--- src/design/prgbc_params.svh ---
`ifndef PRGBC_PARAMS_SVH
`define PRGBC_PARAMS_SVH
`define PRGBC_CW 11
`define PRGBC_LOST_CLOCKS 11'h4B0
`define PRGBC_LOST_LINES 11'h2BC
`define PRGBC_ACT_CLK_800 11'h320
`define PRGBC_ACT_CLK_400 11'h190
`define PRGBC_ACT_CLK_480 11'h1E0
`define PRGBC_ACT_LN_480 11'h1E0
`define PRGBC_ACT_LN_240 11'h0F0
`define PRGBC_ACT_LN_272 11'h110
`define PRGBC_HFIX_800 11'h0C2
`define PRGBC_HFIX_400 11'h057
`define PRGBC_HFIX_272 11'h074
`define PRGBC_HFIX_240 11'h068
`define PRGBC_VFIX_800 11'h023
`define PRGBC_VFIX_400 11'h014
`define PRGBC_VFIX_272 11'h01F
`define PRGBC_VFIX_240 11'h014
`define PRGBC_HMIN 11'h014
`define PRGBC_HMAX_800 11'h0DE
`define PRGBC_HMAX_400 11'h07E
`define PRGBC_HMAX_272 11'h0A4
`define PRGBC_HMAX_240 11'h098
`define PRGBC_VMIN_800 11'h00A
`define PRGBC_VMAX_800 11'h023
`define PRGBC_HPER_800 11'h420
`define PRGBC_HPER_400 11'h1FC
`define PRGBC_HPER_272 11'h26E
`define PRGBC_HPER_240 11'h262
`define PRGBC_VPER_800 11'h20D
`define PRGBC_VPER_400 11'h106
`define PRGBC_VPER_272 11'h138
`define PRGBC_VPER_240 11'h106
`define PRGBC_SYNC_W 11'h008
`define PRGBC_VSYNC_W 11'h003
`define PRGBC_DIV_HALF 4'h3
`define PRGBC_LOAD_FRAMES 2'h2
`define PRGBC_STATUS_ADDR 8'h32
`define PRGBC_HPOS_ADDR 8'h08
`define PRGBC_VPOS_ADDR 8'h09
`define PRGBC_HPOS_RST 8'hC2
`define PRGBC_VPOS_RST 8'h23
`define PRGBC_READY_BIT 7
`define PRGBC_INPUT_BIT 1
`define PRGBC_ENABLE_BIT 0
`endif

--- src/design/prgbc_pkg.sv ---
package prgbc_pkg;
  typedef enum logic [1:0] {
    PRGBC_M800X480 = 2'h0,
    PRGBC_M400X240 = 2'h1,
    PRGBC_M480X272 = 2'h2,
    PRGBC_M480X240 = 2'h3
  } prgbc_mode_t;
  typedef enum logic [1:0] {
    PRGBC_SYNC = 2'h0,
    PRGBC_BACK = 2'h1,
    PRGBC_ACTIVE = 2'h3,
    PRGBC_FRONT = 2'h2
  } prgbc_hstate_t;
  typedef logic [5:0] prgbc_colour_t;
endpackage : prgbc_pkg

--- src/design/prgbc_link_if.sv ---
`timescale 1ns/1ps
interface prgbc_link_if;
  import prgbc_pkg::*;
  logic pixelClockIn;
  logic lineSyncN;
  logic frameSyncN;
  logic enableEdge;
  prgbc_colour_t redIn;
  prgbc_colour_t greenIn;
  prgbc_colour_t blueIn;
  modport capture (
    input pixelClockIn, lineSyncN, frameSyncN, enableEdge,
    input redIn, greenIn, blueIn
  );
  modport source (
    output pixelClockIn, lineSyncN, frameSyncN, enableEdge,
    output redIn, greenIn, blueIn
  );
endinterface : prgbc_link_if

--- src/design/prgbc_capture.sv ---
// Strobed register access is this design's own decision.
`timescale 1ns/1ps
`include "prgbc_params.svh"
// What this block does
// - Two straps pick one of four modes
// - Disable strap forces fixed vertical start; fixed horizontal start unless enable is seen
// - 800x480 has 800 clocks, 480 lines
// - Source keeps 800x480 line, frame periods
// - 400x240 active size and periods
// - 480x272 active size and periods
// - 480x240 active size and periods
// - Source keeps sync pulse widths legal
// - Frame sync within ten clocks of line
// - Source gives minimum front porches
// - 800x480 vertical offset 35, or 10-35
// - Enable low, no EEPROM: fixed start
// - Programmable horizontal start 20 to max
// - Enable low with EEPROM: register start
// - EEPROM in use: vertical register start
// - Enable active: start on enable rise
// - Enable lasts exactly the active width
// - Pixel data is three six-bit buses
// - Ready bit shows initial load finished
// - Lost on out-of-range line, frame counts
module prgbc_capture
  import prgbc_pkg::*;
(
  input wire logic core_clk,
  input wire logic resetn,
  input wire logic resolutionSelectLo,
  input wire logic resolutionSelectHi,
  input wire logic eepromDisableStrap,
  input wire logic [7:0] regAddr,
  input wire logic [7:0] regWdata,
  input wire logic regWrite,
  input wire logic regRead,
  output logic [7:0] regRdata,
  output logic [17:0] pixelDataOut,
  output logic pixelValid,
  output logic inputLost,
  prgbc_link_if.capture link
);
  typedef struct packed {
    logic [1:0] strapTaken;
    prgbc_mode_t mode;
    logic eeprom_disable_strap;
    logic [4:0] syncA;
    logic [4:0] syncB;
    logic [4:0] prev;
    logic [17:0] pixA;
    logic [17:0] pixB;
    prgbc_hstate_t hState;
    logic [10:0] hCnt;
    logic [10:0] actCnt;
    logic [10:0] vCnt;
    logic [10:0] hLast;
    logic [10:0] vLast;
    logic vActive;
    logic enSeen;
    logic [7:0] hPos;
    logic [7:0] vPos;
    logic [1:0] loadCnt;
    logic ready;
    logic lost;
    logic [7:0] rdata;
    logic [17:0] pix;
    logic valid;
  } prgbc_cap_t;
  prgbc_cap_t s_q, s_d;
  logic [10:0] hAct, vAct, hFix, vFix, hMax, hStart, vStart;
  logic pRise, hsFall, vsFall, enRise, enNow, useReg;

  // Clamp a programmed start into its legal window
  function automatic logic [10:0] prgbc_clamp(input logic [10:0] v,
    input logic [10:0] lo, input logic [10:0] hi);
    prgbc_clamp = (v < lo) ? lo : ((v > hi) ? hi : v);
  endfunction : prgbc_clamp

  // Per-mode figures
  always_comb
  begin
    hAct = `PRGBC_ACT_CLK_800;
    vAct = `PRGBC_ACT_LN_480;
    hFix = `PRGBC_HFIX_800;
    vFix = `PRGBC_VFIX_800;
    hMax = `PRGBC_HMAX_800;
    case (s_q.mode)
      PRGBC_M400X240:
      begin
        hAct = `PRGBC_ACT_CLK_400;
        vAct = `PRGBC_ACT_LN_240;
        hFix = `PRGBC_HFIX_400;
        vFix = `PRGBC_VFIX_400;
        hMax = `PRGBC_HMAX_400;
      end
      PRGBC_M480X272:
      begin
        hAct = `PRGBC_ACT_CLK_480;
        vAct = `PRGBC_ACT_LN_272;
        hFix = `PRGBC_HFIX_272;
        vFix = `PRGBC_VFIX_272;
        hMax = `PRGBC_HMAX_272;
      end
      PRGBC_M480X240:
      begin
        hAct = `PRGBC_ACT_CLK_480;
        vAct = `PRGBC_ACT_LN_240;
        hFix = `PRGBC_HFIX_240;
        vFix = `PRGBC_VFIX_240;
        hMax = `PRGBC_HMAX_240;
      end
      default:
      begin
      end
    endcase
  end

  // Start positions: registers only when the EEPROM path is on
  assign useReg = ~s_q.eeprom_disable_strap;
  assign hStart = useReg ? prgbc_clamp({3'h0, s_q.hPos}, `PRGBC_HMIN,
    hMax) : hFix;
  assign vStart = !useReg ? vFix : (s_q.mode == PRGBC_M800X480) ?
    prgbc_clamp({3'h0, s_q.vPos}, `PRGBC_VMIN_800, `PRGBC_VMAX_800) :
    {3'h0, s_q.vPos};

  // Edges seen on the second synchroniser stage only
  assign pRise = s_q.syncB[4] & ~s_q.prev[4];
  assign hsFall = pRise & ~s_q.syncB[3] & s_q.prev[3];
  assign vsFall = pRise & ~s_q.syncB[2] & s_q.prev[2];
  assign enRise = pRise & s_q.syncB[1] & ~s_q.prev[1];
  assign enNow = s_q.syncB[1];

  always_comb
  begin
    s_d = s_q;
    s_d.valid = 1'b0;
    s_d.syncA = {link.pixelClockIn, link.lineSyncN, link.frameSyncN,
      link.enableEdge, 1'b0};
    s_d.syncB = s_q.syncA;
    s_d.pixA = {link.redIn, link.greenIn, link.blueIn};
    s_d.pixB = s_q.pixA;
    // Sync levels kept per pixel: they move on the pixel clock fall,
    // so a core-cycle compare would never see their edges at a rise
    s_d.prev[4] = s_q.syncB[4];
    if (pRise)
      s_d.prev[3:0] = s_q.syncB[3:0];
    // Enable type is a board choice: once seen, it rules the start
    s_d.enSeen = s_q.enSeen || enNow;
    // Straps sampled on each of the first three cycles after reset, then held
    if (s_q.strapTaken != 2'h3)
    begin
      s_d.strapTaken = s_q.strapTaken + 2'h1;
      s_d.mode = prgbc_mode_t'({resolutionSelectHi, resolutionSelectLo});
      s_d.eeprom_disable_strap = eepromDisableStrap;
    end
    if (pRise)
    begin
      s_d.hCnt = (s_q.hCnt == `PRGBC_LOST_CLOCKS) ? s_q.hCnt :
        s_q.hCnt + 11'h001;
      case (s_q.hState)
        PRGBC_BACK:
          if ((s_q.enSeen || enNow) ? enRise :
            (s_q.hCnt + 11'h001 >= hStart))
          begin
            s_d.hState = PRGBC_ACTIVE;
            s_d.actCnt = 11'h001;
          end
        PRGBC_ACTIVE:
        begin
          s_d.actCnt = s_q.actCnt + 11'h001;
          if (s_q.actCnt + 11'h001 >= hAct)
            s_d.hState = PRGBC_FRONT;
        end
        default:
        begin
        end
      endcase
      // The start pixel itself is taken, so a line holds hAct pixels
      if ((s_q.hState == PRGBC_ACTIVE || s_d.hState == PRGBC_ACTIVE) &&
        s_q.vActive)
      begin
        s_d.pix = s_q.pixB;
        s_d.valid = 1'b1;
      end
    end
    // Line start: measure and restart
    if (hsFall)
    begin
      s_d.hLast = s_q.hCnt + 11'h001; // Pixel 0 closes the line
      s_d.hCnt = 11'h000;
      s_d.hState = PRGBC_BACK;
      s_d.vCnt = (s_q.vCnt == `PRGBC_LOST_LINES) ? s_q.vCnt :
        s_q.vCnt + 11'h001;
      s_d.vActive = s_q.vCnt + 11'h001 >= vStart &&
        s_q.vCnt + 11'h001 < vStart + vAct;
    end
    if (vsFall)
    begin
      s_d.vLast = s_q.vCnt + 11'h001;
      s_d.vCnt = 11'h000;
      s_d.vActive = 1'b0;
      if (s_q.loadCnt != `PRGBC_LOAD_FRAMES)
        s_d.loadCnt = s_q.loadCnt + 2'h1;
    end
    // Initial load stands for two frames when EEPROM used
    s_d.ready = s_q.eeprom_disable_strap || s_q.loadCnt == `PRGBC_LOAD_FRAMES;
    // Loss covers running counters as well as stopped syncs
    s_d.lost = s_q.hCnt >= `PRGBC_LOST_CLOCKS ||
      s_q.vCnt >= `PRGBC_LOST_LINES ||
      s_q.hLast <= hAct || s_q.vLast <= vAct ||
      s_q.hLast >= `PRGBC_LOST_CLOCKS || s_q.vLast >= `PRGBC_LOST_LINES;
    // Register port; position writes ignored when strap disables
    if (regWrite && !s_q.eeprom_disable_strap)
    begin
      if (regAddr == `PRGBC_HPOS_ADDR)
        s_d.hPos = regWdata;
      else if (regAddr == `PRGBC_VPOS_ADDR)
        s_d.vPos = regWdata;
    end
    s_d.rdata = 8'h00;
    if (regRead)
    begin
      if (regAddr == `PRGBC_STATUS_ADDR)
      begin
        s_d.rdata[`PRGBC_READY_BIT] = s_q.ready;
        s_d.rdata[`PRGBC_INPUT_BIT] = s_q.lost;
        s_d.rdata[`PRGBC_ENABLE_BIT] = enNow;
      end
      else if (regAddr == `PRGBC_HPOS_ADDR)
        s_d.rdata = s_q.hPos;
      else if (regAddr == `PRGBC_VPOS_ADDR)
        s_d.rdata = s_q.vPos;
    end
  end

  always_ff @(posedge core_clk)
  begin
    if (!resetn)
    begin
      s_q <= '0;
      s_q.hPos <= `PRGBC_HPOS_RST;
      s_q.vPos <= `PRGBC_VPOS_RST;
      s_q.hCnt <= `PRGBC_LOST_CLOCKS; // Lost until syncs arrive
      s_q.hState <= PRGBC_FRONT;
    end
    else
      s_q <= s_d;
  end

  assign regRdata = s_q.rdata;
  assign pixelDataOut = s_q.pix;
  assign pixelValid = s_q.valid;
  assign inputLost = s_q.lost;
endmodule : prgbc_capture

--- src/flat_wrapper.sv ---
// flat-port wrapper written by rule: the top's interface ports become plain ports
module prgbc_capture_flat import prgbc_pkg::*;
  (core_clk, resetn, resolutionSelectLo, resolutionSelectHi, eepromDisableStrap, regAddr, regWdata, regWrite, regRead, regRdata, pixelDataOut, pixelValid, inputLost, link_pixelClockIn, link_lineSyncN, link_frameSyncN, link_enableEdge, link_redIn, link_greenIn, link_blueIn);
  prgbc_link_if link_i ();
  input wire logic core_clk;
  input wire logic resetn;
  input wire logic resolutionSelectLo;
  input wire logic resolutionSelectHi;
  input wire logic eepromDisableStrap;
  input wire logic [7:0] regAddr;
  input wire logic [7:0] regWdata;
  input wire logic regWrite;
  input wire logic regRead;
  output logic [7:0] regRdata;
  output logic [17:0] pixelDataOut;
  output logic pixelValid;
  output logic inputLost;
  input wire logic [$bits(link_i.pixelClockIn)-1:0] link_pixelClockIn;
  input wire logic [$bits(link_i.lineSyncN)-1:0] link_lineSyncN;
  input wire logic [$bits(link_i.frameSyncN)-1:0] link_frameSyncN;
  input wire logic [$bits(link_i.enableEdge)-1:0] link_enableEdge;
  input wire logic [$bits(link_i.redIn)-1:0] link_redIn;
  input wire logic [$bits(link_i.greenIn)-1:0] link_greenIn;
  input wire logic [$bits(link_i.blueIn)-1:0] link_blueIn;
  assign link_i.pixelClockIn = link_pixelClockIn;
  assign link_i.lineSyncN = link_lineSyncN;
  assign link_i.frameSyncN = link_frameSyncN;
  assign link_i.enableEdge = link_enableEdge;
  assign link_i.redIn = link_redIn;
  assign link_i.greenIn = link_greenIn;
  assign link_i.blueIn = link_blueIn;
  prgbc_capture u_core (.core_clk(core_clk), .resetn(resetn), .resolutionSelectLo(resolutionSelectLo), .resolutionSelectHi(resolutionSelectHi), .eepromDisableStrap(eepromDisableStrap), .regAddr(regAddr), .regWdata(regWdata), .regWrite(regWrite), .regRead(regRead), .regRdata(regRdata), .pixelDataOut(pixelDataOut), .pixelValid(pixelValid), .inputLost(inputLost), .link(link_i));
endmodule
--- config.mk ---
export PLATFORM = sky130hd
export DESIGN_NAME = prgbc_capture_flat
export DESIGN_NICKNAME = d
export VERILOG_FILES = /design/src/design/prgbc_pkg.sv /design/src/design/prgbc_link_if.sv /design/src/design/prgbc_capture.sv /design/src/flat_wrapper.sv
export VERILOG_INCLUDE_DIRS = /design/src /design/src/design
export SDC_FILE = /design/constraint.sdc
export NUM_CORES = 1
export LEC_CHECK = 0
export BUFFER_PORTS_ARGS = -buffer_cell sky130_fd_sc_hd__buf_2
export CAP_MARGIN = 20
export CORE_ASPECT_RATIO = 1.75
export CORE_MARGIN = 4
export CORE_UTILIZATION = 54
export CTS_BUF_LIST = sky130_fd_sc_hd__clkbuf_16
export CTS_CLUSTER_SIZE = 12
export DETAILED_ROUTE_END_ITERATION = 12
export HOLD_SLACK_MARGIN = 0.05
export PLACE_DENSITY = 0.76
export SLEW_MARGIN = 30
export SYNTH_ARGS = -nofsm -noshare
export SYNTH_HDL_FRONTEND = slang
export SYNTH_SLANG_ARGS = --single-unit
--- constraint.sdc ---
create_clock -name core_clk -period 4 [get_ports core_clk]
set_input_delay 0.2 -clock core_clk [delete_from_list [all_inputs] [get_ports core_clk]]
set_output_delay 0.2 -clock core_clk [all_outputs]
set_load 0.05 [all_outputs]
After elaboration in Yosys (flattened, before gate mapping)
Cells that the tools add are included.
- input bits: 45
- bits in registers: 162
- output and inout port bits: 28
- logic and storage cells: 137
- reduce and logical (&&, ||, !) cells: 30
- add/subtract/negate cells: 6
- $lt $le $gt $ge: 14
- bitwise logic cells: 16
- muxes and demuxes: 27
- equality and inequality tests: 16
- operators with widths (operator ; count):
    two-way mux 11 bit ; 7
    case mux 8 bit (3 select lines) ; 2
    adder 11 x 1 -> 11 bit (second input constant) ; 3
    two-way mux 8 bit ; 4
    two-way mux 24 bit ; 1
    greater-or-equal comparator 11 x 10 -> 1 bit (second input constant) ; 2
    greater-or-equal comparator 11 bit ; 2
    greater-or-equal comparator 11 bit (second input constant) ; 2
    case mux 11 bit (2 select lines) ; 1
    case mux 10 bit (2 select lines) ; 1
    two-way mux 19 bit ; 1
    case mux 9 bit (2 select lines) ; 1
    equality test 8 x 4 -> 1 bit (second input constant) ; 2
    AND reduction 2 bit ; 8
    two-way mux 13 bit ; 1
    case mux 6 bit (2 select lines) ; 1
    adder 11 x 9 -> 11 bit ; 1
    equality test 11 x 10 -> 1 bit (second input constant) ; 1
    equality test 11 bit (second input constant) ; 1
    greater-or-equal comparator 11 x 10 -> 1 bit ; 1
    <= comparator 11 x 10 -> 1 bit ; 1
    <= comparator 11 x 9 -> 1 bit ; 1
    less-than comparator 11 bit ; 1
    equality test 2 bit (second input constant) ; 5
    other kinds (22) ; 58

Longest topological paths before layout
- depth after elaboration: 15
- depth in mapped cells: 22
- depth with buffers taken out: 19

Worst setup path after synthesis
No wires, ideal clock.
- kind: register to register
- start: register u_core.s_q[159] in the netlist's numbering
- end: register u_core.s_q (netlist bit u_core.pixelDataOut[10])
- setup time: 0.120 ns
- arrival time: 4.160 ns
- setup slack: -0.280 ns
- buffers on the path: 3
- required time: 3.880 ns
- period minus slack after synthesis: 4.280 ns
- cell stages (with the launch flop): 23
- cells stage by stage: dfxtp_1 inv_1 ha_1 inv_1 ha_1 a21o_1 a21o_1 a21oi_1 o21ai_0 o31a_1 clkbuf_1 or2_2 a21oi_1 ha_1 a21oi_1 o21ai_0 o21bai_1 a211o_1 a21o_1 and2_4 buf_6 buf_6 mux2i_1
- word-level cells in the longest chain between the ends: 15
- elaborated cells between the ends (all ways): 22
- classes of those cells: order compare (3); eq/ne (4); mux (11); reduce/logical (4)
- RTL lines (item ; RTL line ; source):
    from (decl) ; prgbc_capture.sv:69 ; prgbc_cap_t s_q, s_d;
    equality test 2 bit or equality test 2 x 1 -> 1 bit (tied branches) ; prgbc_capture.sv:87 ; case (s_q.mode)
    case mux 8 bit (3 select lines) ; prgbc_capture.sv:87 ;
    > comparator 8 bit ; prgbc_capture.sv:76 ; prgbc_clamp = (v < lo) ? lo : ((v > hi) ? hi : v);
    two-way mux 8 bit ; prgbc_capture.sv:76 ;
    two-way mux 11 bit ; prgbc_capture.sv:76 ;
    two-way mux 11 bit ; prgbc_capture.sv:120 ; assign hStart = useReg ? prgbc_clamp({3'h0, s_q.hPos}, `PRGBC_HMIN,
    greater-or-equal comparator 11 bit ; prgbc_capture.sv:163 ; (s_q.hCnt + 11'h001 >= hStart))
    two-way mux 1 bit ; prgbc_capture.sv:162 ; if ((s_q.enSeen || enNow) ? enRise :
    two-way mux 2 bit ; prgbc_capture.sv:162 ;
    case mux 2 bit (2 select lines) (*) ; prgbc_capture.sv:160 ; case (s_q.hState)
    two-way mux 2 bit (*) ; prgbc_capture.sv:156 ; if (pRise)
    equality test 2 bit (*) ; prgbc_capture.sv:179 ; if ((s_q.hState == PRGBC_ACTIVE || s_d.hState == PRGBC_ACTIVE) &&
    logical OR 1 bit (*) ; prgbc_capture.sv:179 ;
    logical AND 1 bit (*) ; prgbc_capture.sv:179 ;
    AND reduction 2 bit (no source line) (*) ; n/a ;
Every way passes the cells marked *; elsewhere a longest branch is shown, timed or not. The select of a mux whose other input is x is not followed.
A chain may end at the register's enable or synchronous reset.

Worst setup path in the final report
- start: register u_core.s_q[159] in the netlist's numbering
- end: register u_core.s_q (netlist bit u_core.pixelValid)
- word-level cells in the longest chain between the ends: 15
- elaborated cells between the ends (all ways): 22
- classes of those cells: order compare (3); eq/ne (4); mux (12); reduce/logical (3)
- RTL lines (item ; RTL line):
    equality test 2 bit or equality test 2 x 1 -> 1 bit (tied branches) ; prgbc_capture.sv:87
    case mux 8 bit (3 select lines) ; prgbc_capture.sv:87
    > comparator 8 bit ; prgbc_capture.sv:76
    two-way mux 8 bit ; prgbc_capture.sv:76
    two-way mux 11 bit ; prgbc_capture.sv:76
    two-way mux 11 bit ; prgbc_capture.sv:120
    greater-or-equal comparator 11 bit ; prgbc_capture.sv:163
    two-way mux 1 bit ; prgbc_capture.sv:162
    two-way mux 2 bit ; prgbc_capture.sv:162
    case mux 2 bit (2 select lines) (*) ; prgbc_capture.sv:160
    two-way mux 2 bit (*) ; prgbc_capture.sv:156
    equality test 2 bit (*) ; prgbc_capture.sv:179
    logical OR 1 bit (*) ; prgbc_capture.sv:179
    logical AND 1 bit (*) ; prgbc_capture.sv:179
    two-way mux 19 bit (*) ; prgbc_capture.sv:179
Marks and branches as above.

==> metrics.csv <==
stage;metric;value;unit
synth;Post-synth EDFFs;0;
routing;number of remaining DRC errors;0;
synth;cell count after synthesis;936;
die;row cnt;58;
routing;Vias/cell;5.56;
clock_tree;clk slew on worst S/H paths;70;ps
sta;slew margin rel.;0.426;
synth;sequential area share after synthesis;0.398;
clock_tree;H-tree levels;4;
die;initial core utilization;0.554;
setup_path;worst-path cell chain;inv_2, ha_4, inv_2, ha_4, a21o_1, a21o_1, a21oi_2, o21ai_2, o31a_1, mux2i_1, o21ai_1, ha_1, a21o_1, a31oi_2, o21bai_1, a211o_1, a21o_4, buf_4, and3_1;
routing;total wire length;19.9;mm
grt;gr usage total;0.238;
flow_run;Max Cap Viol;0;
sta;Setup Viol. Count Final;0;
synth;Compound-Gate Fraction of Synth Area;0.117;
synth;adder-cell area share of the yosys netlist;0.0979;
final_layout;Util after Layout;0.660;
clock_tree;clock buffer count from CTS;17;
synth;Post-synth top cells;159 x dfxtp_1, 111 x nand2_1, 99 x nor2_1;
clock_tree;clk buf depth;2;
setup_path;type of element capturing the critical path;flop;
die;die height;169;um
sta;Layout Skew;13.3;ps
setup_path;Reg2Reg Depth;19;
die;Core ar.;0.0144;sq mm
routing;Post-DRT Antenna Nets;0;
routing;DRT iter0 DRCs;274;
pwr;Switching Power;0.962;mW
routing;drt wl/cell;16.4;um
die;Die Wd;100;um
final_layout;share of cells above drive strength 1;0.161;
synth;number of synthesized register bits;159;
setup_path;Critical R2R Launch;u_core.s_q[159];
grt;antenna violations before repair;0;
min_path;HP Class;in2reg;
placed_design;DP Area;0.00841;sq mm
synth;top cells by area, synth;dfxtp_1 40%, ha_1 9.5%, nand2_1 5.2%;
setup_path;crit path DAT;4230;ps
setup_path;critical path type;reg2reg;
setup_path;WP data required;4320;ps
setup_path;CP Launch Type;flop;
grt;Overflow after GRT;0;
final_layout;area grow syn2layout;19.1;%
setup_path;reg2reg end;u_core.pixelValid;
pwr;pwr/cell area;375;mW/mm^2
die;# IOs;73;
sta;Worst-Margin Slew;861;ps
sta;Worst Hold Slack;58.1;ps
grt;largest net degree at the start of global routing;103;
die;die area;0.0169;sq mm
routing;Vias;6764;
setup_path;Top cell by count, worst path;a21o_1;
clock_tree;Sink Count;159;
outcome;status;finished, final reports clean;
sta;final slew viol count;0;
synth;Synth top area share;0.398;
synth;Yosys cell types;58;
clock_tree;CTS tree;done;
synth;Post-Synth XOR/XNOR Area;0.0547;
synth;Async SR Flop Fraction;0;
pwr;leakage power;3.94;nW
synth;proportion of synthesized area in mux cells;0.0366;
pwr;sw frac;0.269;
pwr;sequential share of power;0.457;
setup_path;flop2flop setup slack;90;ps
setup_path;Setup crit start;u_core.s_q[159];
setup_path;CP Max Fanout;7;
pwr;clock group share of total power;0.455;
grt;vias in the first global route;6865;
setup_path;Worst Setup EP;u_core.pixelValid;
pwr;P_int;2.61;mW
setup_path;slowest CP cell;dfxtp_4;
sta;Tmin final;3910;ps
synth;main combinational cell family by area after synthesis;simple AND/OR/NAND/NOR gates;
placed_design;DPL Wire Length;13.3;mm
sta;Hold Fails Final Rpt;0;
final_layout;# nets final;1131;
clock_tree;root buffer cell;clkbuf_16;
synth;main flop type after synthesis;dfxtp_1;
sta;fmax;0.256;GHz
synth;syn avg cell area;8.55;sq um
placed_design;GPL Wtd Cong;0.932;
final_layout;n_diodes;0;
grt;first-pass GRT wire length;32.3;mm
clock_tree;clk_lat worst skew;430;ps
synth;cell taking the most area after synthesis;dfxtp_1;
pwr;maximum VDD drop;0.239;mV
placed_design;number of I/O port buffers;72;
synth;Synthesized Nets;1043;
synth;Warnings, synthesis;0;
final_layout;post-route cell area;0.00953;sq mm
pwr;combinational share of power;0.088;
synth;Mapped Area;0.00800;sq mm
synth;most common cell in the netlist;dfxtp_1;
sta;Final period util;0.977;
sta;TNS Setup;0;ps
routing;drt first pass iters;5;
setup_path;delay of the slowest critical-path stage;380;ps
synth;post-synthesis simple-gate area fraction;0.236;
[layout by cell type, fill, tap and decap left out, types with 4 or more instances in the layout]
cell type        n
dfxtp_1        157
nand2_1        111
nor2_1          98
buf_2           72
ha_1            53
and2_1          50
a21oi_1         41
nand3_1         38
dlygate4sd3_1   31
o21ai_0         30
inv_1           28
xnor2_1         28
buf_4           28
mux2i_1         27
xor2_1          22
nor3_1          18
clkbuf_16       17
nor2b_1         14
nand4_1         13
a211oi_1        11
and3_1           9
nand2b_1         8
a21o_1           8
a31oi_1          7
a22oi_1          6
clkinv_8         6
o31ai_1          5
o21a_1           5
ha_4             5
a21oi_2          4
and2_4           4
or3_1            4
inv_8            4
[layout make-up]
class | count | area, sq um
clock buffers | 17 | 425
clock inverters | 15 | 185
flip-flops and latches | 159 | 3190
inverters | 32 | 123
well taps | 180 | 225
fillers | 1140 | 4910
multi-input cells | 683 | 4500
repair buffers | 131 | 881
[kinds of logic (layout without fill, tap and decap cells)]
kind of cell / count (synthesis) / count (layout)
AOI/OAI and AO/OA: 149 / 149
xor gates and xnor gates: 50 / 50
adders and majority gates: 62 / 62
buffers and inverters: 97 / 195
DFF: 159 / 159
muxes: 29 / 29
and+or+nand+nor: 390 / 393
[state kept, by name, indices dropped and copies added (netlist names)]
name and cells:
u_core.s_q 107, u_core.s_d 23, u_core.pixelDataOut 18, u_core.regRdata 8, u_core.enNow 1, u_core.inputLost 1, u_core.pixelValid 1
[worst min path at each step]
stage	cells past startpoint	from	slack [ps]	end
2_1_floorplan	1	link_blueIn[0]	330	u_core.s_d[106]
3_3_place_gp	2	link_greenIn[5]	410	u_core.s_d[117]
3_5_place_dp	2	link_redIn[0]	410	u_core.s_d[118]
4_1_cts	3	resolutionSelectLo	50	u_core.s_q[158]
5_1_grt	3	resolutionSelectHi	80	u_core.s_q[159]
6_report	3	resolutionSelectLo	60	u_core.s_q[158]
[critical path: cells and delay by family, from the launching register on]
kind                     cells  cell delay [ps]
flip-flops                   1              380
AND/OR/NAND/NOR              1              170
adder cells (fa/ha/maj)      3              830
AO/OA/AOI/OAI               11             1870
multiplexers                 1              250
buffers and inverters        3              280
[metal layers]
metal / up-vias / GRT usage / share of wire
met3: 68 / 0.0371 / 0.036
li1: 3359 / - / -
met2: 182 / 0.452 / 0.54
met1: 3155 / 0.246 / 0.37
met5: - / 0 / 0
met4: 0 / 0.121 / 0.046
[power by group through the flow]
stage                     sequential [mW]  combinational [mW]  clock [mW]
after global routing                 1.64               0.351        1.72
after detailed placement             1.67               0.259           0
after global placement               1.67               0.254           0
final                                1.63               0.315        1.63
after floorplan                      1.66               0.184           0
after CTS                            1.63               0.293        1.65
[metrics by stage]
stage | cells | worst slack (ps) | total power [mW]
after global routing | 1217 | -63.7 | 3.71
final | 1217 | 92.0 | 3.57
after CTS | 1212 | 20.0 | 3.58
after global placement | 1144 | 85.7 | 1.92
after detailed placement | 1144 | 4.25 | 1.93
after floorplan | 936 | 6.26 | 1.84
[repair_timing]
action	CTS	global route
setup endpoints to repair	21	29
setup buffers	2	5
cloned	3	0
pin swaps	1	13
endpoints found under the hold margin	38	0
hold buffers	31	0
resized for setup	7	18
(Power assumes the default switching activity.)
